$ cat src/rtl/uafs_pkg.sv
/*
 Shared constants and types for the serial line feature block: register
 offsets, bit positions, trigger tables and the receive character carrier.
 Assumes a byte-wide register port with three address lines.
*/
package uafs_pkg;
	// ----------------------------------------------------------------
	// register offsets
	// ----------------------------------------------------------------
	localparam logic [2:0] ADR_HOLD = 3'h0;
	localparam logic [2:0] ADR_IER = 3'h1;
	localparam logic [2:0] ADR_ISR = 3'h2;
	localparam logic [2:0] ADR_LCR = 3'h3;
	localparam logic [2:0] ADR_MCR = 3'h4;
	localparam logic [2:0] ADR_LSR = 3'h5;
	localparam logic [2:0] ADR_MSR = 3'h6;
	localparam logic [2:0] ADR_SPR = 3'h7;
	localparam logic [2:0] ADR_DIV_LO = 3'h0;
	localparam logic [2:0] ADR_DIV_HI = 3'h1;
	localparam logic [2:0] ADR_TRG = 3'h0;
	localparam logic [2:0] ADR_FEATURE_CONTROL = 3'h1;
	localparam logic [2:0] ADR_EFR = 3'h2;
	localparam logic [2:0] ADR_XON1 = 3'h4;
	localparam logic [2:0] ADR_XON2 = 3'h5;
	localparam logic [2:0] ADR_XOFF1 = 3'h6;
	localparam logic [2:0] ADR_XOFF2 = 3'h7;
	localparam logic [7:0] ENH_KEY = 8'hBF;
	localparam logic [7:0] RST_BYTE = 8'h00;
	// ----------------------------------------------------------------
	// bit positions
	// ----------------------------------------------------------------
	localparam int LCR_DLAB = 7;
	localparam int MCR_DTR = 0;
	localparam int MCR_RTS = 1;
	localparam int MCR_DIR = 2;
	localparam int MCR_LOOP = 4;
	localparam int MCR_IR = 6;
	localparam int IER_SLEEP = 4;
	localparam int IER_PAUSE = 5;
	localparam int ISR_NOINT = 0;
	localparam int ISR_FLOW = 4;
	localparam int FEATURE_CONTROL_IRINV = 2;
	localparam int FEATURE_CONTROL_LVLSEL = 6;
	localparam int EFR_SPECIAL = 5;
	localparam logic [1:0] MODE_OFF = 2'h0;
	localparam logic [1:0] MODE_SET2 = 2'h1;
	localparam logic [1:0] MODE_DUAL = 2'h3;
	localparam logic [1:0] TBL_PROG = 2'h3;
	// ----------------------------------------------------------------
	// timing
	// ----------------------------------------------------------------
	localparam logic [3:0] IR_PULSE_TICKS = 4'h3;
	localparam logic [4:0] IR_BIT_TICKS = 5'h10;
	localparam logic [1:0] PAUSE_DELAY_CHARS = 2'h2;
	// ----------------------------------------------------------------
	// trigger tables: entry 0 is the resume level of the first trigger
	// ----------------------------------------------------------------
	localparam logic [7:0] TRIG_TAB [3][5] = '{
		'{8'h00, 8'h01, 8'h04, 8'h08, 8'h0E},
		'{8'h00, 8'h08, 8'h10, 8'h18, 8'h1C},
		'{8'h00, 8'h08, 8'h10, 8'h38, 8'h3C}};
	localparam logic [7:0] HYST_TAB [4] = '{8'h00, 8'h04, 8'h06, 8'h08};
	typedef struct packed {
		logic [2:0] err;
		logic [7:0] data;
	} uafs_char_s;
	typedef enum logic [2:0] {FL_RUN, FL_WAIT, FL_SEND_OFF, FL_HALTED, FL_SEND_ON} uafs_flow_e;
endpackage

$ cat src/rtl/uafs_top.sv
/*
 Enhanced line features of a serial port: character flow control,
 special character, half-duplex direction, infrared coding, sleep,
 loopback and register decode. Assumes the host port strobes, the
 receive/transmit core and the baud ticks are synchronous to clk_sys;
 serial and modem pins are asynchronous.
*/
// Overview of operation
// - compare received characters with pause/resume values
// - pause stops transmit after current character
// - pause match sets flag and interrupt
// - resume match restarts transmit, clears flag
// - reset clears the four flow characters
// - dual mode matches two consecutive characters
// - flow characters never reach receive buffer
// - send pause two characters after trigger
// - send resume at or below lower threshold
// - special character stored and flagged
// - compare only programmed word length bits
// - release direction after final stop bit
// - assert direction before first start bit
// - infrared 3/16 high pulse per zero
// - infrared decode with selectable polarity
// - sleep only when all conditions hold
// - sleep stops the oscillator
// - wake on start edge, write, modem change
// - resleep automatically, never with interrupt pending
// - loopback routes transmit to receive internally
// - decode by line control page and selector
`timescale 1ns/1ps
`default_nettype none
module uafs_top (
	input wire logic clk_sys,
	input wire logic rst_n,
	input wire logic [2:0] bus_addr,
	input wire logic bus_rd,
	input wire logic bus_wr,
	input wire logic [7:0] bus_wdata,
	output logic [7:0] bus_rdata,
	output logic thr_write,
	output logic [7:0] thr_data,
	output logic rhr_read,
	input wire logic [7:0] rhr_data,
	input wire logic [7:0] lsr_in,
	input wire logic core_int,
	input wire logic [7:0] rx_level,
	output logic [7:0] line_control,
	output logic [15:0] divisor,
	input wire uafs_pkg::uafs_char_s rx_in,
	input wire logic rx_in_valid,
	output logic rx_in_ready,
	output uafs_pkg::uafs_char_s rx_out,
	output logic rx_out_valid,
	input wire logic rx_out_ready,
	output logic [7:0] tx_flow_data,
	output logic tx_flow_valid,
	input wire logic tx_flow_ready,
	output logic tx_pause,
	input wire logic tx_busy,
	input wire logic tx_fifo_empty,
	input wire logic tx_shift_bit,
	input wire logic bit_start,
	input wire logic baud16_tick,
	input wire logic char_tick,
	output logic rx_serial,
	input wire logic rx_pin,
	output logic tx_pin,
	input wire logic cts_n,
	input wire logic dsr_n,
	input wire logic carrier_detect_n,
	input wire logic ring_indicate_n,
	output logic rts_n,
	output logic dtr_n,
	output logic half_duplex_direction_n,
	output logic int_out,
	output logic oscillator_output_en
);
	logic [7:0] lcr_q, mcr_q, ier_q, fcr_q, feature_control_q, efr_q, trg_q, spr_q, dll_q, dlm_q;
	logic [7:0] xon1_q, xon2_q, xoff1_q, xoff2_q, rdata_d, mask, hi_lvl, lo_lvl, hyst;
	logic [4:0] s1_q, s2_q, s3_q;
	logic [3:0] delta_q, ir_cnt_q;
	logic [4:0] str_q;
	logic [1:0] wait_q, rx_mode, tx_mode;
	logic enh, dlab, wr_ok, sleep_q, pause_q, spec_q, paused_q, held_v_q, sel_q, dir_q;
	logic first_off, first_on, pair_off, pair_on, ev_off, ev_on, push, push_held, spec_hit;
	logic loop, ir, msr_rd, isr_rd, modem_chg, rx_fall, wake, can_sleep, buf_ready, flow_done;
	uafs_pkg::uafs_char_s held_q, buf_in;
	uafs_pkg::uafs_flow_e fl_q;

	// ----------------------------------------------------------------
	// register decode
	// ----------------------------------------------------------------
	assign enh = lcr_q == uafs_pkg::ENH_KEY;
	assign dlab = lcr_q[uafs_pkg::LCR_DLAB] && !enh;
	assign loop = mcr_q[uafs_pkg::MCR_LOOP];
	assign ir = mcr_q[uafs_pkg::MCR_IR];
	assign wr_ok = bus_wr && !enh && !dlab;
	assign rhr_read = bus_rd && bus_addr == uafs_pkg::ADR_HOLD && !enh && !dlab;
	assign msr_rd = bus_rd && bus_addr == uafs_pkg::ADR_MSR && !enh;
	assign isr_rd = bus_rd && bus_addr == uafs_pkg::ADR_ISR && !enh;
	assign line_control = lcr_q;
	assign divisor = {dlm_q, dll_q};
	always_comb begin
		rdata_d = 8'h00;
		case (bus_addr)
			uafs_pkg::ADR_HOLD: rdata_d = enh ? trg_q : (dlab ? dll_q : rhr_data);
			uafs_pkg::ADR_IER: rdata_d = enh ? feature_control_q : (dlab ? dlm_q : ier_q);
			uafs_pkg::ADR_ISR: rdata_d = enh ? efr_q : {3'h0, pause_q | spec_q, 3'h0, !int_out};
			uafs_pkg::ADR_LCR: rdata_d = lcr_q;
			uafs_pkg::ADR_MCR: rdata_d = enh ? xon1_q : mcr_q;
			uafs_pkg::ADR_LSR: rdata_d = enh ? xon2_q : lsr_in;
			uafs_pkg::ADR_MSR: rdata_d = enh ? xoff1_q : {loop ? 4'h0 : ~s2_q[3:0], delta_q};
			default: rdata_d = enh ? xoff2_q : (feature_control_q[uafs_pkg::FEATURE_CONTROL_LVLSEL] ? rx_level : spr_q);
		endcase
	end
	always_ff @(posedge clk_sys or negedge rst_n) begin
		if (!rst_n) begin
			bus_rdata <= 8'h00;
		end else if (bus_rd) begin
			bus_rdata <= rdata_d;
		end
	end
	always_ff @(posedge clk_sys or negedge rst_n) begin
		if (!rst_n) begin
			thr_write <= 1'b0;
			thr_data <= 8'h00;
		end else begin
			thr_write <= wr_ok && bus_addr == uafs_pkg::ADR_HOLD;
			if (wr_ok && bus_addr == uafs_pkg::ADR_HOLD) begin
				thr_data <= bus_wdata;
			end
		end
	end
	// a write to the selector-7 page while level select is set goes to a mode register this block does not hold
	always_ff @(posedge clk_sys or negedge rst_n) begin
		if (!rst_n) begin
			{lcr_q, mcr_q, ier_q, fcr_q, feature_control_q, efr_q} <= {6{uafs_pkg::RST_BYTE}};
			{trg_q, spr_q, dll_q, dlm_q} <= {4{uafs_pkg::RST_BYTE}};
			{xon1_q, xon2_q, xoff1_q, xoff2_q} <= {4{uafs_pkg::RST_BYTE}};
		end else if (bus_wr) begin
			if (bus_addr == uafs_pkg::ADR_LCR) begin
				lcr_q <= bus_wdata;
			end else if (enh) begin
				case (bus_addr)
					uafs_pkg::ADR_TRG: trg_q <= bus_wdata;
					uafs_pkg::ADR_FEATURE_CONTROL: feature_control_q <= bus_wdata;
					uafs_pkg::ADR_EFR: efr_q <= bus_wdata;
					uafs_pkg::ADR_XON1: xon1_q <= bus_wdata;
					uafs_pkg::ADR_XON2: xon2_q <= bus_wdata;
					uafs_pkg::ADR_XOFF1: xoff1_q <= bus_wdata;
					default: xoff2_q <= bus_wdata;
				endcase
			end else begin
				case (bus_addr)
					uafs_pkg::ADR_HOLD: if (dlab) dll_q <= bus_wdata;
					uafs_pkg::ADR_IER: if (dlab) dlm_q <= bus_wdata; else ier_q <= bus_wdata;
					uafs_pkg::ADR_ISR: fcr_q <= bus_wdata;
					uafs_pkg::ADR_MCR: mcr_q <= bus_wdata;
					uafs_pkg::ADR_SPR: if (!feature_control_q[uafs_pkg::FEATURE_CONTROL_LVLSEL]) spr_q <= bus_wdata;
					default: ;
				endcase
			end
		end
	end
	// ----------------------------------------------------------------
	// receive character matching
	// ----------------------------------------------------------------
	function automatic logic hit(input logic [7:0] a, input logic [7:0] b, input logic [7:0] m);
		hit = ((a ^ b) & m) == 8'h00;
	endfunction
	assign mask = 8'(8'hFF >> (2'h3 - lcr_q[1:0]));
	assign rx_mode = efr_q[1:0];
	assign tx_mode = efr_q[3:2];
	assign first_off = hit(rx_in.data, rx_mode == uafs_pkg::MODE_SET2 ? xoff2_q : xoff1_q, mask);
	assign first_on = hit(rx_in.data, rx_mode == uafs_pkg::MODE_SET2 ? xon2_q : xon1_q, mask);
	assign pair_off = hit(held_q.data, xoff1_q, mask) && hit(rx_in.data, xoff2_q, mask);
	assign pair_on = hit(held_q.data, xon1_q, mask) && hit(rx_in.data, xon2_q, mask);
	// a held first character is flushed before the next one is looked at, so the input waits a cycle
	always_comb begin
		push = 1'b0;
		push_held = 1'b0;
		ev_off = 1'b0;
		ev_on = 1'b0;
		rx_in_ready = buf_ready;
		if (rx_in_valid && buf_ready) begin
			if (held_v_q) begin
				if (rx_mode == uafs_pkg::MODE_DUAL && (pair_off || pair_on)) begin
					ev_off = pair_off;
					ev_on = pair_on && !pair_off;
				end else begin
					push = 1'b1;
					push_held = 1'b1;
					rx_in_ready = 1'b0;
				end
			end else if (rx_mode == uafs_pkg::MODE_OFF) begin
				push = 1'b1;
			end else if (rx_mode != uafs_pkg::MODE_DUAL) begin
				ev_off = first_off;
				ev_on = first_on && !first_off;
				push = !first_off && !first_on;
			end else begin
				push = !hit(rx_in.data, xoff1_q, mask) && !hit(rx_in.data, xon1_q, mask);
			end
		end
	end
	assign buf_in = push_held ? held_q : rx_in;
	assign spec_hit = push && !push_held && efr_q[uafs_pkg::EFR_SPECIAL] && hit(rx_in.data, xoff2_q, mask);
	always_ff @(posedge clk_sys or negedge rst_n) begin
		if (!rst_n) begin
			held_v_q <= 1'b0;
			held_q <= '0;
		end else if (rx_in_valid && buf_ready) begin
			held_v_q <= !held_v_q && rx_mode == uafs_pkg::MODE_DUAL && !push;
			if (!held_v_q) begin
				held_q <= rx_in;
			end
		end
	end
	uafs_buf #(.W($bits(uafs_pkg::uafs_char_s)), .DEPTH(2)) uafs_buf_inst (
		.clk_sys(clk_sys),
		.rst_n(rst_n),
		.in_data(buf_in),
		.in_valid(push),
		.in_ready(buf_ready),
		.out_data(rx_out),
		.out_valid(rx_out_valid),
		.out_ready(rx_out_ready)
	);
	// set wins over clear on every flag
	always_ff @(posedge clk_sys or negedge rst_n) begin
		if (!rst_n) begin
			paused_q <= 1'b0;
			pause_q <= 1'b0;
			spec_q <= 1'b0;
		end else begin
			if (ev_off) paused_q <= 1'b1;
			else if (ev_on) paused_q <= 1'b0;
			if (ev_off && ier_q[uafs_pkg::IER_PAUSE]) pause_q <= 1'b1;
			else if (ev_on) pause_q <= 1'b0;
			if (spec_hit) spec_q <= 1'b1;
			else if (isr_rd || ev_on) spec_q <= 1'b0;
		end
	end
	// core finishes the character in its shifter before it honours this
	assign tx_pause = paused_q;
	assign int_out = core_int || pause_q || spec_q;
	// ----------------------------------------------------------------
	// automatic pause/resume transmission
	// ----------------------------------------------------------------
	assign hyst = uafs_pkg::HYST_TAB[feature_control_q[1:0]];
	assign hi_lvl = feature_control_q[5:4] == uafs_pkg::TBL_PROG ? trg_q : uafs_pkg::TRIG_TAB[feature_control_q[5:4]][int'(fcr_q[7:6]) + 1];
	assign lo_lvl = feature_control_q[5:4] == uafs_pkg::TBL_PROG ? (trg_q > hyst ? 8'(trg_q - hyst) : 8'h00)
		: uafs_pkg::TRIG_TAB[feature_control_q[5:4]][fcr_q[7:6]];
	assign tx_flow_valid = fl_q == uafs_pkg::FL_SEND_OFF || fl_q == uafs_pkg::FL_SEND_ON;
	assign tx_flow_data = fl_q == uafs_pkg::FL_SEND_OFF ? (sel_q ? xoff2_q : xoff1_q) : (sel_q ? xon2_q : xon1_q);
	assign flow_done = tx_flow_ready && (sel_q || tx_mode != uafs_pkg::MODE_DUAL);
	always_ff @(posedge clk_sys or negedge rst_n) begin
		if (!rst_n) begin
			fl_q <= uafs_pkg::FL_RUN;
			wait_q <= 2'h0;
			sel_q <= 1'b0;
		end else begin
			unique case (fl_q)
				uafs_pkg::FL_RUN: begin
					wait_q <= 2'h0;
					if (tx_mode != uafs_pkg::MODE_OFF && rx_level >= hi_lvl) fl_q <= uafs_pkg::FL_WAIT;
				end
				uafs_pkg::FL_WAIT: begin
					sel_q <= tx_mode == uafs_pkg::MODE_SET2;
					if (char_tick) wait_q <= 2'(wait_q + 1'b1);
					if (char_tick && wait_q == 2'(uafs_pkg::PAUSE_DELAY_CHARS - 1'b1)) fl_q <= uafs_pkg::FL_SEND_OFF;
				end
				uafs_pkg::FL_SEND_OFF: begin
					if (tx_flow_ready) sel_q <= 1'b1;
					if (flow_done) fl_q <= uafs_pkg::FL_HALTED;
				end
				uafs_pkg::FL_HALTED: begin
					sel_q <= tx_mode == uafs_pkg::MODE_SET2;
					if (tx_mode == uafs_pkg::MODE_OFF) fl_q <= uafs_pkg::FL_RUN;
					else if (rx_level <= lo_lvl) fl_q <= uafs_pkg::FL_SEND_ON;
				end
				uafs_pkg::FL_SEND_ON: begin
					if (tx_flow_ready) sel_q <= 1'b1;
					if (flow_done) fl_q <= uafs_pkg::FL_RUN;
				end
			endcase
		end
	end
	// ----------------------------------------------------------------
	// pin synchronisers and modem change
	// ----------------------------------------------------------------
	always_ff @(posedge clk_sys or negedge rst_n) begin
		if (!rst_n) begin
			s1_q <= 5'h1F;
			s2_q <= 5'h1F;
			s3_q <= 5'h1F;
		end else begin
			s1_q <= {rx_pin, cts_n, dsr_n, carrier_detect_n, ring_indicate_n};
			s2_q <= s1_q;
			s3_q <= s2_q;
		end
	end
	assign modem_chg = !loop && s3_q[3:0] != s2_q[3:0];
	assign rx_fall = s3_q[4] && !s2_q[4];
	always_ff @(posedge clk_sys or negedge rst_n) begin
		if (!rst_n) begin
			delta_q <= 4'h0;
		end else if (modem_chg) begin
			delta_q <= delta_q | (s3_q[3:0] ^ s2_q[3:0]);
		end else if (msr_rd) begin
			delta_q <= 4'h0;
		end
	end
	// ----------------------------------------------------------------
	// sleep
	// ----------------------------------------------------------------
	assign can_sleep = !int_out && ier_q[uafs_pkg::IER_SLEEP] && delta_q == 4'h0 && s2_q[4];
	assign wake = rx_fall || thr_write || modem_chg || int_out;
	always_ff @(posedge clk_sys or negedge rst_n) begin
		if (!rst_n) begin
			sleep_q <= 1'b0;
		end else if (wake || !ier_q[uafs_pkg::IER_SLEEP]) begin
			sleep_q <= 1'b0;
		end else if (can_sleep) begin
			sleep_q <= 1'b1;
		end
	end
	// the oscillator pad cell stops when this drops
	assign oscillator_output_en = !sleep_q;
	// ----------------------------------------------------------------
	// infrared, loopback, direction and line outputs
	// ----------------------------------------------------------------
	always_ff @(posedge clk_sys or negedge rst_n) begin
		if (!rst_n) begin
			ir_cnt_q <= 4'hF;
			str_q <= 5'h00;
		end else begin
			if (bit_start) ir_cnt_q <= 4'h0;
			else if (baud16_tick && ir_cnt_q != 4'hF) ir_cnt_q <= 4'(ir_cnt_q + 1'b1);
			// a pulse on the line stretches to a whole zero bit
			if ((s2_q[4] ^ feature_control_q[uafs_pkg::FEATURE_CONTROL_IRINV]) && !(s3_q[4] ^ feature_control_q[uafs_pkg::FEATURE_CONTROL_IRINV])) begin
				str_q <= uafs_pkg::IR_BIT_TICKS;
			end else if (baud16_tick && str_q != 5'h00) begin
				str_q <= 5'(str_q - 1'b1);
			end
		end
	end
	always_ff @(posedge clk_sys or negedge rst_n) begin
		if (!rst_n) begin
			tx_pin <= 1'b1;
			rx_serial <= 1'b1;
			rts_n <= 1'b1;
			dtr_n <= 1'b1;
			dir_q <= 1'b0;
		end else begin
			if (loop) tx_pin <= 1'b1;
			else if (ir) tx_pin <= !tx_shift_bit && ir_cnt_q < uafs_pkg::IR_PULSE_TICKS;
			else tx_pin <= tx_shift_bit;
			if (loop) rx_serial <= tx_shift_bit;
			else if (ir) rx_serial <= str_q == 5'h00;
			else rx_serial <= s2_q[4];
			rts_n <= loop || !mcr_q[uafs_pkg::MCR_RTS];
			dtr_n <= loop || !mcr_q[uafs_pkg::MCR_DTR];
			dir_q <= tx_busy || !tx_fifo_empty || thr_write;
		end
	end
	assign half_duplex_direction_n = !(mcr_q[uafs_pkg::MCR_DIR] && dir_q);
endmodule
`default_nettype wire

$ cat src/rtl/uafs_buf.sv
/*
 Small FIFO with valid/ready on both sides, flip-flop storage.
 Assumes one clock; both sides are synchronous logic.
*/
`timescale 1ns/1ps
`default_nettype none
module uafs_buf #(
	parameter int W = 11,
	parameter int DEPTH = 2
) (
	input wire logic clk_sys,
	input wire logic rst_n,
	input wire logic [W-1:0] in_data,
	input wire logic in_valid,
	output logic in_ready,
	output logic [W-1:0] out_data,
	output logic out_valid,
	input wire logic out_ready
);
	localparam int AW = (DEPTH > 1) ? $clog2(DEPTH) : 1;
	generate
		if (DEPTH < 2) begin : g_chk
			$error("uafs_buf needs at least two entries");
		end
	endgenerate
	logic [W-1:0] mem_q [DEPTH];
	logic [AW-1:0] wp_q, rp_q;
	logic [AW:0] cnt_q;
	logic push, pop;
	assign in_ready = cnt_q != (AW+1)'(DEPTH);
	assign out_valid = cnt_q != '0;
	assign out_data = mem_q[rp_q];
	assign push = in_valid && in_ready;
	assign pop = out_valid && out_ready;
	always_ff @(posedge clk_sys) begin
		if (push) begin
			mem_q[wp_q] <= in_data;
		end
	end
	always_ff @(posedge clk_sys or negedge rst_n) begin
		if (!rst_n) begin
			wp_q <= '0;
			rp_q <= '0;
			cnt_q <= '0;
		end else begin
			if (push) begin
				wp_q <= (wp_q == AW'(DEPTH-1)) ? '0 : AW'(wp_q + 1'b1);
			end
			if (pop) begin
				rp_q <= (rp_q == AW'(DEPTH-1)) ? '0 : AW'(rp_q + 1'b1);
			end
			cnt_q <= (AW+1)'(cnt_q + (AW+1)'(push) - (AW+1)'(pop));
		end
	end
endmodule
`default_nettype wire

$ cat config.mk
export PLATFORM = sky130hd
export DESIGN_NAME = uafs_top
export DESIGN_NICKNAME = d
export VERILOG_FILES = /design/src/rtl/uafs_pkg.sv /design/src/rtl/uafs_top.sv /design/src/rtl/uafs_buf.sv
export SDC_FILE = /design/constraint.sdc
export NUM_CORES = 1
export LEC_CHECK = 0
export ABC_AREA = 0
export BUFFER_PORTS_ARGS = -buffer_cell sky130_fd_sc_hd__buf_2
export CORE_AREA = 4 4 154 156
export CTS_CLUSTER_DIAMETER = 50
export DETAILED_ROUTE_END_ITERATION = 7
export DIE_AREA = 0 0 158 160
export PLACE_DENSITY = 0.72
export SLEW_MARGIN = 20
export SYNTH_ARGS = -nofsm -noshare
export SYNTH_HDL_FRONTEND = slang
export SYNTH_SLANG_ARGS = --single-unit
$ cat constraint.sdc
create_clock -name clk_sys -period 3.2 [get_ports clk_sys]
set_input_delay 0.64 -clock clk_sys [delete_from_list [all_inputs] [get_ports clk_sys]]
set_output_delay 0.64 -clock clk_sys [all_outputs]
set_load 0.03 [all_outputs]
### Word-level counts from Yosys, hierarchy flattened

Memory sizes are Yosys's and may differ from the RTL's.
Index checks and enable logic that the tools add are counted.

| storage, ports and cells | value |
|---|---|
| memory bits (writable) | 22 |
| bits in read-only memories | 0 |
| latch bits | 0 |
| output and inout port bits | 72 |
| word-level logic and storage cells | 329 |
| bits in registers | 188 |
| bits of input ports | 65 |
| memories kept | 1 |

Memories:

| memory | depth | bits a word | read ports | clocked after Yosys merged registers in | write ports | line | RTL |
|---|---|---|---|---|---|---|---|
| uafs_buf_inst.mem_q | 2 | 11 | 1 | 0 | 1 | uafs_buf.sv:26 | `logic [W-1:0] mem_q [DEPTH];` |

| cells by class | value |
|---|---|
| order comparisons | 8 |
| divide/modulo/power cells | 0 |
| multiply operators | 0 |
| shifts and indexed selects | 1 |
| add/sub/neg operators | 10 |
| eq/ne operators | 29 |
| bitwise operators | 32 |
| mux-type cells | 85 |
| reductions and logical operators | 122 |

Operators by type and width:

| cell | number |
|---|---|
| 8-bit two-way mux | 24 |
| 40-bit binary-select mux with 2-bit select | 1 |
| 40-bit two-way mux | 2 |
| 8-bit bitwise AND | 8 |
| 8-bit zero test | 8 |
| 8-bit XOR | 8 |
| 8-bit one-hot mux with 7 select lines | 1 |
| 8-bit binary-select mux with 3-bit select | 2 |
| 1-bit logical AND | 40 |
| 1-bit two-way mux | 36 |
| 4-bit AND reduction | 9 |
| 32-bit by 4-bit greater-or-equal comparator with 1-bit output (second input constant) | 1 |
| 3-bit inverter with 32-bit output | 1 |
| 5-bit AND reduction | 5 |
| 2-bit nonzero test | 11 |
| 1-bit zero test | 21 |
| 4-bit two-way mux | 5 |
| 3-bit two-way mux | 6 |
| 8-bit binary-select mux with 2-bit select | 1 |
| 2-bit inequality test (second input constant) | 8 |
| 3-bit == test (second input constant) | 5 |
| 3-bit one-hot mux with 5 select lines | 1 |
| 1-bit logical OR | 14 |
| 3-bit by 2-bit == test with 1-bit output (second input constant) | 4 |
| other kinds (44) | 65 |

### Logic depth before layout (Yosys ltp)

Gate-level depths: netlist of the first run.

| logic depth | value |
|---|---|
| depth after elaboration | 15 |
| depth in mapped cells | 16 |
| depth with buffers taken out | 16 |

### Hierarchy

Synthesis of the first run repeated with hierarchy kept, for this count alone.

| second synthesis, totals | value |
|---|---|
| cell total of the unflattened synthesis | 979 |
| area, all modules | 11133.2 µm² |

By module, submodules not included:

| module | times used | area an instance (µm²) | cells an instance |
|---|---|---|---|
| uafs_top | 1 | 10134.7 | 926 |
| uafs_buf | 1 | 998.5 | 53 |

### Least setup slack after synthesis of the first run

Ideal clock, no wire load.

| timing | value |
|---|---|
| path type | reg2reg |
| start | reg feature_control_q[0] |
| end | reg fl_q[0] |
| arrival | 3.223 ns |
| data required time | 3.074 ns |
| path slack | -0.149 ns |
| path buffers | 0 |
| period minus slack after synthesis | 3.349 ns |
| cell stages (with the launch flop) | 16 |
| library setup time | 0.126 ns |
| path through | dfrtp_1 > inv_1 > ha_1 > ha_1 > a21o_1 > a21o_1 > a2111oi_0 > nor2_1 > nand2b_1 > ha_1 > nor2b_1 > o21a_1 > o21a_1 > o211ai_1 > a211oi_1 > o32a_1 |

| between the ends | value |
|---|---|
| longest elaborated chain between the ends | 10 |

RTL lines:

| element | line | RTL |
|---|---|---|
| from (decl) | uafs_top.sv:78 | `logic [7:0] lcr_q, mcr_q, ier_q, fcr_q, feature_control_q, efr_q, trg_q, spr_q, dll_q, dlm_q;` |
| from (signal assigned) | uafs_top.sv:137 | `{lcr_q, mcr_q, ier_q, fcr_q, feature_control_q, efr_q} <= {6{uafs_pkg::RST_BYTE}};` |
| from (signal assigned) | uafs_top.sv:146 | `uafs_pkg::ADR_FEATURE_CONTROL: feature_control_q <= bus_wdata;` |
| 2-bit inverter with 3-bit output (not written as such) (*) | uafs_top.sv:250 | `assign hyst = uafs_pkg::HYST_TAB[feature_control_q[1:0]];` |
| 8-bit binary-select mux with 2-bit select (*) | uafs_top.sv:250 |  |
| 8-bit two-way mux (not written as such) (*) (2 in a row) | uafs_top.sv:250 |  |
| 8-bit subtractor / 8-bit greater-than comparator (equally long branches) | uafs_top.sv:252 | `assign lo_lvl = feature_control_q[5:4] == uafs_pkg::TBL_PROG ? (trg_q > hyst ? 8'(trg_q - hyst) : 8'h00)` |
| 8-bit two-way mux (*) (2 in a row) | uafs_top.sv:252 |  |
| 8-bit less-or-equal comparator (*) | uafs_top.sv:280 | `else if (rx_level <= lo_lvl) fl_q <= uafs_pkg::FL_SEND_ON;` |
| 3-bit inequality test (no line) (*) | - |  |
| 5-bit AND reduction (no line) (*) | - |  |
| to (signal assigned) | uafs_top.sv:279 | `if (tx_mode == uafs_pkg::MODE_OFF) fl_q <= uafs_pkg::FL_RUN;` |
| to (signal assigned) | uafs_top.sv:280 |  |
| to (signal assigned) | uafs_top.sv:284 | `if (flow_done) fl_q <= uafs_pkg::FL_RUN;` |
| to (decl) | uafs_top.sv:88 | `uafs_pkg::uafs_flow_e fl_q;` |

Every way passes the cells marked *; elsewhere a longest branch is shown, timed or not. The select of a mux whose other input is x is not followed.
A chain may end at the register's enable or synchronous reset.

### Worst setup path after layout of the first run

| timing | value |
|---|---|
| start | reg feature_control_q[1] |
| end | reg fl_q[2] |

Same word-level chain as after synthesis.

==> out/metrics.cfg, run 1 <==
[status]
status = finished, final reports clean

[die]
num_io_pins = 137
dieArea_sq_um = 25300
die_w_microns = 158
fp-row-count = 55
initial_utilization_pct = 49.1
dieHeight_microns = 160
coreArea_sq_um = 22400

[routing]
postRouteAntennaNets = 0
wl_per_cell_microns = 21.7
via_per_inst = 5.91
finalWirelength_microns = 31100
firstDrtPassIters = 5
dr.first_iter.drc_count = 648
drc = 0
vias = 8465

[synth]
synth_edf_count = 22
synthesis.nets = 1070
synth_xor_area_share_pct = 5.42
yosysTopAreaCellShare_pct = 36.2
yosys.area_share.simple_pct = 10.5
synth.avg_cell_area_sq_um = 11.3
synthMuxAreaShare_pct = 19.7
synth_cells = 973
synth_area_leaders = dfrtp_1 (36%), mux2_2 (14%), edfxtp_1 (6.0%), dfstp_2 (5.5%), xnor2_1 (4.2%)
synth-adder-area-share_pct = 3.71
synth_ff_type = dfrtp_1
synth-compound-area-share_pct = 10.0
yosysSeqAreaShare_pct = 47.7
synth_top_family_by_area = multiplexers
syn_area_sq_um = 11000
yosysTopAreaCell = dfrtp_1
async_reset_ff_share_pct = 89.2
ys.warnings.count = 0
synth_seq_cells = 204
ys_types = 71

[flow_run]
cap_viol_max_count = 0

[clock_network]
numCtsBuffers = 27
cts.root.buffer_cell = clkbuf_16
cts_tree = done
cts_htree_levels = 1
clockBufferDepth = 3
cts_num_sinks = 204
ctsHoldBuffers = 0
clk_pin_slew_ns = 0.06
clk_latency_ns = 0.54

[cells_and_area]
final_cell_mix = dfrtp_1 (158), mux2_2 (140), buf_2 (134)
multiInputGateArea_sq_um = 5550
layout.cells.non_filler = 1433
area_growth_pct = 19.3
final_layout_size_suffix_gt1_share_pct = 37.0
fillerInstances = 1853
regArea_sq_um = 5250
nNetsFinal = 1223
final_common_cell = dfrtp_1

[global_route]
busiest_layer = met2
overflow = 0
grt_pass1_wl_microns = 48300
grt_max_degree = 68
antenna_found_initial = 1
grt_pass1_vias = 8466
track_usage_pct = 24.3
grt_util_met3_pct = 4.53
grt_util_met2_pct = 36.9
grt_use_met1_pct = 35.3

[setup_path]
end_kind = flip-flop
cp_data_arrival_time_ns = 3.58
crit_path_max_incr_delay_ns = 0.42
cpMaxStageDelayCell = dfrtp_1
crit_chain = ha_4 > ha_4 > a21o_1 > a21o_1 > a2111oi_4 > nor2_2 > buf_4 > a32o_1 > ha_2 > nor2b_4 > o21a_1 > o21a_1 > o211ai_1 > a211oi_2 > buf_4 > o32ai_2
critical_path_peak_fanout = 4
start_kind = flip-flop
crit_type = reg2reg
crit_required_ns = 3.61

[timing]
rsz0062_at_grt = true
tightest_slew_ns = 0.980
post-route-period-util_pct = 99.0
drv_slew = 0
whs_ns = 0.0985
slew-limit-headroom_pct = 34.5
clock.fmax_mhz = 316
finalClockSkew_ns = 0.00659
hold_viol = 0
setup_viol = 0
fin_crit_ns = 3.17

[min_path]
min_path_type = in2async

[power]
vdd_drop_max_mv = 0.459
p_leak_nw = 5.86
p_per_area_nw_per_um2 = 668

[placed_design]
dp.cells = 1380
routabilityCongestion = 0.930
io_buffers = 136
dp_hpwl_microns = 22500

through the flow:
| stage | util (%) | setup TNS (ns) | total power (W) | instance area [sq um] | setup slack [ns] |
|---|---|---|---|---|---|
| floorplan | - | 0 | 0.00514 | 11000 | 0.0174 |
| global placement | 54.3 | 0 | 0.00583 | 12100 | 0.00653 |
| detailed placement | 54.3 | -0.0637 | 0.00588 | 12100 | -0.0520 |
| CTS | 58.4 | 0 | 0.00879 | 13100 | 0.00362 |
| global route | 58.6 | -0.272 | 0.00917 | 13100 | -0.102 |
| finish | 58.6 | 0 | 0.00875 | 13100 | 0.0333 |
what timing repair did:
item	4_1_cts	5_1_grt
gates cloned	0	0
setup buffers	2	0
pin swaps	2	7
endpoints found under the setup margin	3	4
resized for setup	6	8
layer usage:
metal / part of all wire (%) / vias up / wire length [microns]
li1: - / 3849 / -
met1: 44 / 4145 / 13700
met2: 44 / 386 / 13800
met3: 8.2 / 85 / 2530
met4: 3.4 / 0 / 1070
met5: 0 / - / 0
Yosys cell counts, types with 15 or more instances:
cell type and count:
dfrtp_1 159, mux2_2 140, nand2_1 96, xnor2_1 53
nor2_1 45, a21oi_1 37, o21ai_0 37, mux2i_1 33
clkbuf_1 32, ha_1 31, inv_1 30, dfstp_2 23
edfxtp_1 22, nand3_1 18, xor2_1 15
worst paths after layout:
kind	from	end	slack, ns	cells after the start
worst max register to register	feature_control_q[1]	fl_q[2]	0.03	16
worst min-delay path	rst_n	uafs_buf_inst.cnt_q[1]	0.1	1
max in group asynchronous	rst_n	s3_q[2]	2.26	2
worst min register to register	s1_q[0]	s2_q[0]	0.35	0
worst max-delay path	feature_control_q[1]	fl_q[2]	0.03	16
min in group clk_sys	carrier_detect_n	s1_q[1]	0.20	1
area by class of cell:
class	count	share of cell area (%)
diodes	1	0.0191
clock buffers	31	5.30
clock inverters	19	1.23
inverters	31	0.888
multi-input cells	690	42.3
flip-flops and latches	204	40.0
well taps	285	2.72
repair buffers	172	7.51
logic make-up after synthesis:
group | Yosys count
compound gates | 167
fa+ha+maj | 32
buf+inv | 79
mux | 186
flops | 204
xor+xnor | 68
simple gates | 237
critical path, delay by kind of cell (launching register included):
family / cells / cell delay, ns
simple gates: 2 / 0.18
flops: 1 / 0.42
buf+inv: 2 / 0.30
compound gates: 9 / 1.46
fa+ha+maj: 3 / 0.68
registers in the layout (all words and copies together) (netlist names), 5 cells and up:
signal and flops:
xoff1_q 8, uafs_buf_inst.mem_q 22, line_control 8, dll_q 8, s3_q 5, held_q 11
xon2_q 8, dlm_q 8, xoff2_q 8, mcr_q 8, feature_control_q 8, str_q 5
spr_q 8, bus_rdata 8, thr_data 8, s1_q 5, xon1_q 8, ier_q 8
trg_q 8, efr_q 8, s2_q 5
power by group:
group,switching [W],internal (W)
Combinational,0.00136,0.000972
Sequential,0.000437,0.00310
Clock,0.00121,0.00167
Power figures use the tool's default switching activity.
==> run 2, diff against run 1 <==
Settings changed: CORE_AREA 4 4 154 156 to 4 4 155 157, DIE_AREA 0 0 158 160 to 0 0 159 161, SYNTH_HIERARCHICAL from default to 1.
==> out/metrics.cfg, run 2 <==
[global_route]
antenna_found_initial = 0
grt_pass1_vias = 8683
track_usage_pct = 24.4
grt_max_degree = 72
grt_pass1_wl_microns = 49700
overflow = 0

[power]
p_per_area_nw_per_um2 = 657
vdd_drop_max_mv = 0.605
p_leak_nw = 5.88
pwr-share-comb_pct = 27.8
seqPwrFrac_pct = 40.9
finalPower_w = 0.00862
sw_frac_of_total_pct = 34.4
switching_power_w = 0.00296
power.internal_w = 0.00566
p_clk_share_pct = 31.2

[clock_network]
clockBufferDepth = 3
numCtsBuffers = 24
cts.root.buffer_cell = clkbuf_16
clk_latency_ns = 0.52
cts_tree = done
post-cts-setup-buffers = 0
cts_num_sinks = 204
cts_htree_levels = 1
clk_pin_slew_ns = 0.06

[synth]
yosysTopAreaCellShare_pct = 35.7
synth_area_leaders = dfrtp_1 (36%), mux2_2 (13%), edfxtp_1 (5.9%), dfstp_2 (5.4%), ha_1 (3.5%)
ys.warnings.count = 6
synth_edf_count = 22
synth_cells = 979
synthesis.nets = 1076
synth_seq_cells = 204
synth.avg_cell_area_sq_um = 11.4
synth_most_common_cell = dfrtp_1
syn_area_sq_um = 11100
ys_types = 79
netlist_top_cells_count = dfrtp_1 (159), mux2_2 (127), nand2_1 (86)
synth_ff_type = dfrtp_1
async_reset_ff_share_pct = 89.2
yosysTopAreaCell = dfrtp_1
yosysSeqAreaShare_pct = 47.1

[cells_and_area]
final_common_cell = dfrtp_1
largest_reg_flops = 22
antenna_cells = 0
reg.largest.list = uafs_buf_inst/mem_q (22), held_q (11)
postLayoutCoreUtil_pct = 58.4
final_layout_size_suffix_gt1_share_pct = 35.4
final_cell_mix = dfrtp_1 (159), buf_2 (135), mux2_2 (127)
nNetsFinal = 1227
regMostFlops = uafs_buf_inst/mem_q
area_growth_pct = 17.9

[routing]
wl_per_cell_microns = 22.2
drc = 0
vias = 8601
firstDrtPassIters = 5
finalWirelength_microns = 31800
via_per_inst = 6.00
postRouteAntennaNets = 0
dr.first_iter.drc_count = 801

[timing]
final.setup.worst_slack_ns = -0.0844
rsz0062_at_grt = true
tightest_slew_ns = 0.819
hold_viol = 0
post-route-period-util_pct = 103
slew-limit-headroom_pct = 45.2
setup_viol = 1
drv_slew = 0
clock.fmax_mhz = 304
finalClockSkew_ns = 0.0153
fin_crit_ns = 3.28

[die]
coreArea_sq_um = 22500
initial_utilization_pct = 49.5
num_io_pins = 137
die_w_microns = 159
dieHeight_microns = 161
fp-row-count = 55
dieArea_sq_um = 25600

[placed_design]
dp_hpwl_microns = 23300
routabilityCongestion = 0.989
io_buffers = 136

[setup_path]
start_kind = flip-flop
cp_num_cells = 14
crit_path_max_incr_delay_ns = 0.41
crit_chain = inv_2 > ha_4 > buf_4 > fa_1 > a211o_1 > nor3_2 > xor2_1 > nand2_1 > ha_1 > nand3_1 > o21ai_2 > o311ai_2 > o21ai_1 > mux2_2
rr_worst_depth = 14
cp_top_family = adder cells
cpMaxStageDelayCell = fa_1
cp_data_arrival_time_ns = 3.68
end_kind = flip-flop
crit_type = reg2reg
path_buf_inv = 2
crit_required_ns = 3.59
critical_path_peak_fanout = 3

[flow_run]
cap_viol_max_count = 0

[status]
status = finished with violations
violations = setup timing

[min_path]
min_path_type = in2async

run 2: cell count changes in the layout (fill, tap and decap cells not counted), moves of 5 or more:
cell / previous run / this run
a21oi_1: 37 / 32
xor2_1: 15 / 30
o21ai_0: 37 / 24
a22oi_1: 3 / 16
nand2_1: 96 / 86
o22ai_1: 11 / 5
xnor2_1: 53 / 37
mux2_2: 140 / 127
a31oi_1: 7 / 2
mux2_1: 3 / 21
nor2_1: 44 / 51
run 2: timing repair:
action                     CTS  global route
hold buffers                 0             0
resized for setup            1            11
cloned                       0             0
pin swaps                    2             1
setup endpoints to repair    2             4
run 2: through the flow:
step | hold slack [ns] | setup slack, ns | cell area, sq um | cells | TNS, ns
floorplan | 0.344 | 0.00658 | 11200 | 979 | 0
global placement | 0.345 | -0.108 | 12300 | 1389 | -0.143
detailed placement | 0.347 | -0.129 | 12300 | 1389 | -0.179
CTS | 0.149 | -0.0844 | 13100 | 1433 | -0.0972
global route | 0.170 | -0.239 | 13100 | 1433 | -0.387
finish | 0.114 | -0.0844 | 13100 | 1433 | -0.0844
run 2: final timing paths:
kind | from | endpoint | slack (ns)
max in group asynchronous | rst_n | s3_q[1] | 2.16
hold reg to reg | s1_q[4] | s2_q[4] | 0.36
hold / removal | rst_n | thr_data[7] | 0.11
min in group clk_sys | cts_n | s1_q[3] | 0.22
setup / recovery | feature_control_q[0] | fl_q[2] | -0.08
setup reg to reg | feature_control_q[0] | fl_q[2] | -0.08
run 2: metal layers:
metal  vias to the layer above  track usage [%]  part of all wire (%)
met2                       386             39.1                    45
met5                         -                0                     0
li1                       3889                -                     -
met1                      4255             34.2                    43
met3                        71             4.39                   7.5
met4                         0             7.30                   3.5
run 2: final cells by class:
class,count,area (sq um)
sequential,204,5240
inverter,29,109
clock inverter,13,83.8
timing repair buffer,175,992
fill,1854,9370
multi-input combinational,696,5640
clock buffer,31,711
tap,285,357
run 2: logic make-up (layout without fill, tap and decap cells):
family | count (synthesis) | after routing | share of synthesized area (%)
buf+inv | 79 | 248 | 3.19
xor+xnor | 67 | 67 | 5.27
simple gates | 242 | 242 | 10.9
flops | 204 | 204 | 47.1
fa+ha+maj | 32 | 32 | 3.66
mux | 187 | 187 | 19.4
compound gates | 168 | 168 | 10.5
run 2: power groups by stage:
stage | Combinational (W) | Sequential, W | Clock [W]
detailed placement | 0.00239 | 0.00357 | 0
finish | 0.00240 | 0.00353 | 0.00269
floorplan | 0.00149 | 0.00368 | 0
CTS | 0.00240 | 0.00353 | 0.00273
global route | 0.00262 | 0.00360 | 0.00284
global placement | 0.00234 | 0.00354 | 0
run 2: worst register-to-register path, delay by kind of cell (launching register included):
kind | cells | cell delay, ns
buffers and inverters | 2 | 0.21
muxes | 1 | 0.35
DFF | 1 | 0.40
adders and majority gates | 3 | 0.92
AOI/OAI and AO/OA | 4 | 0.78
and+or+nand+nor | 3 | 0.35
xor gates and xnor gates | 1 | 0.17
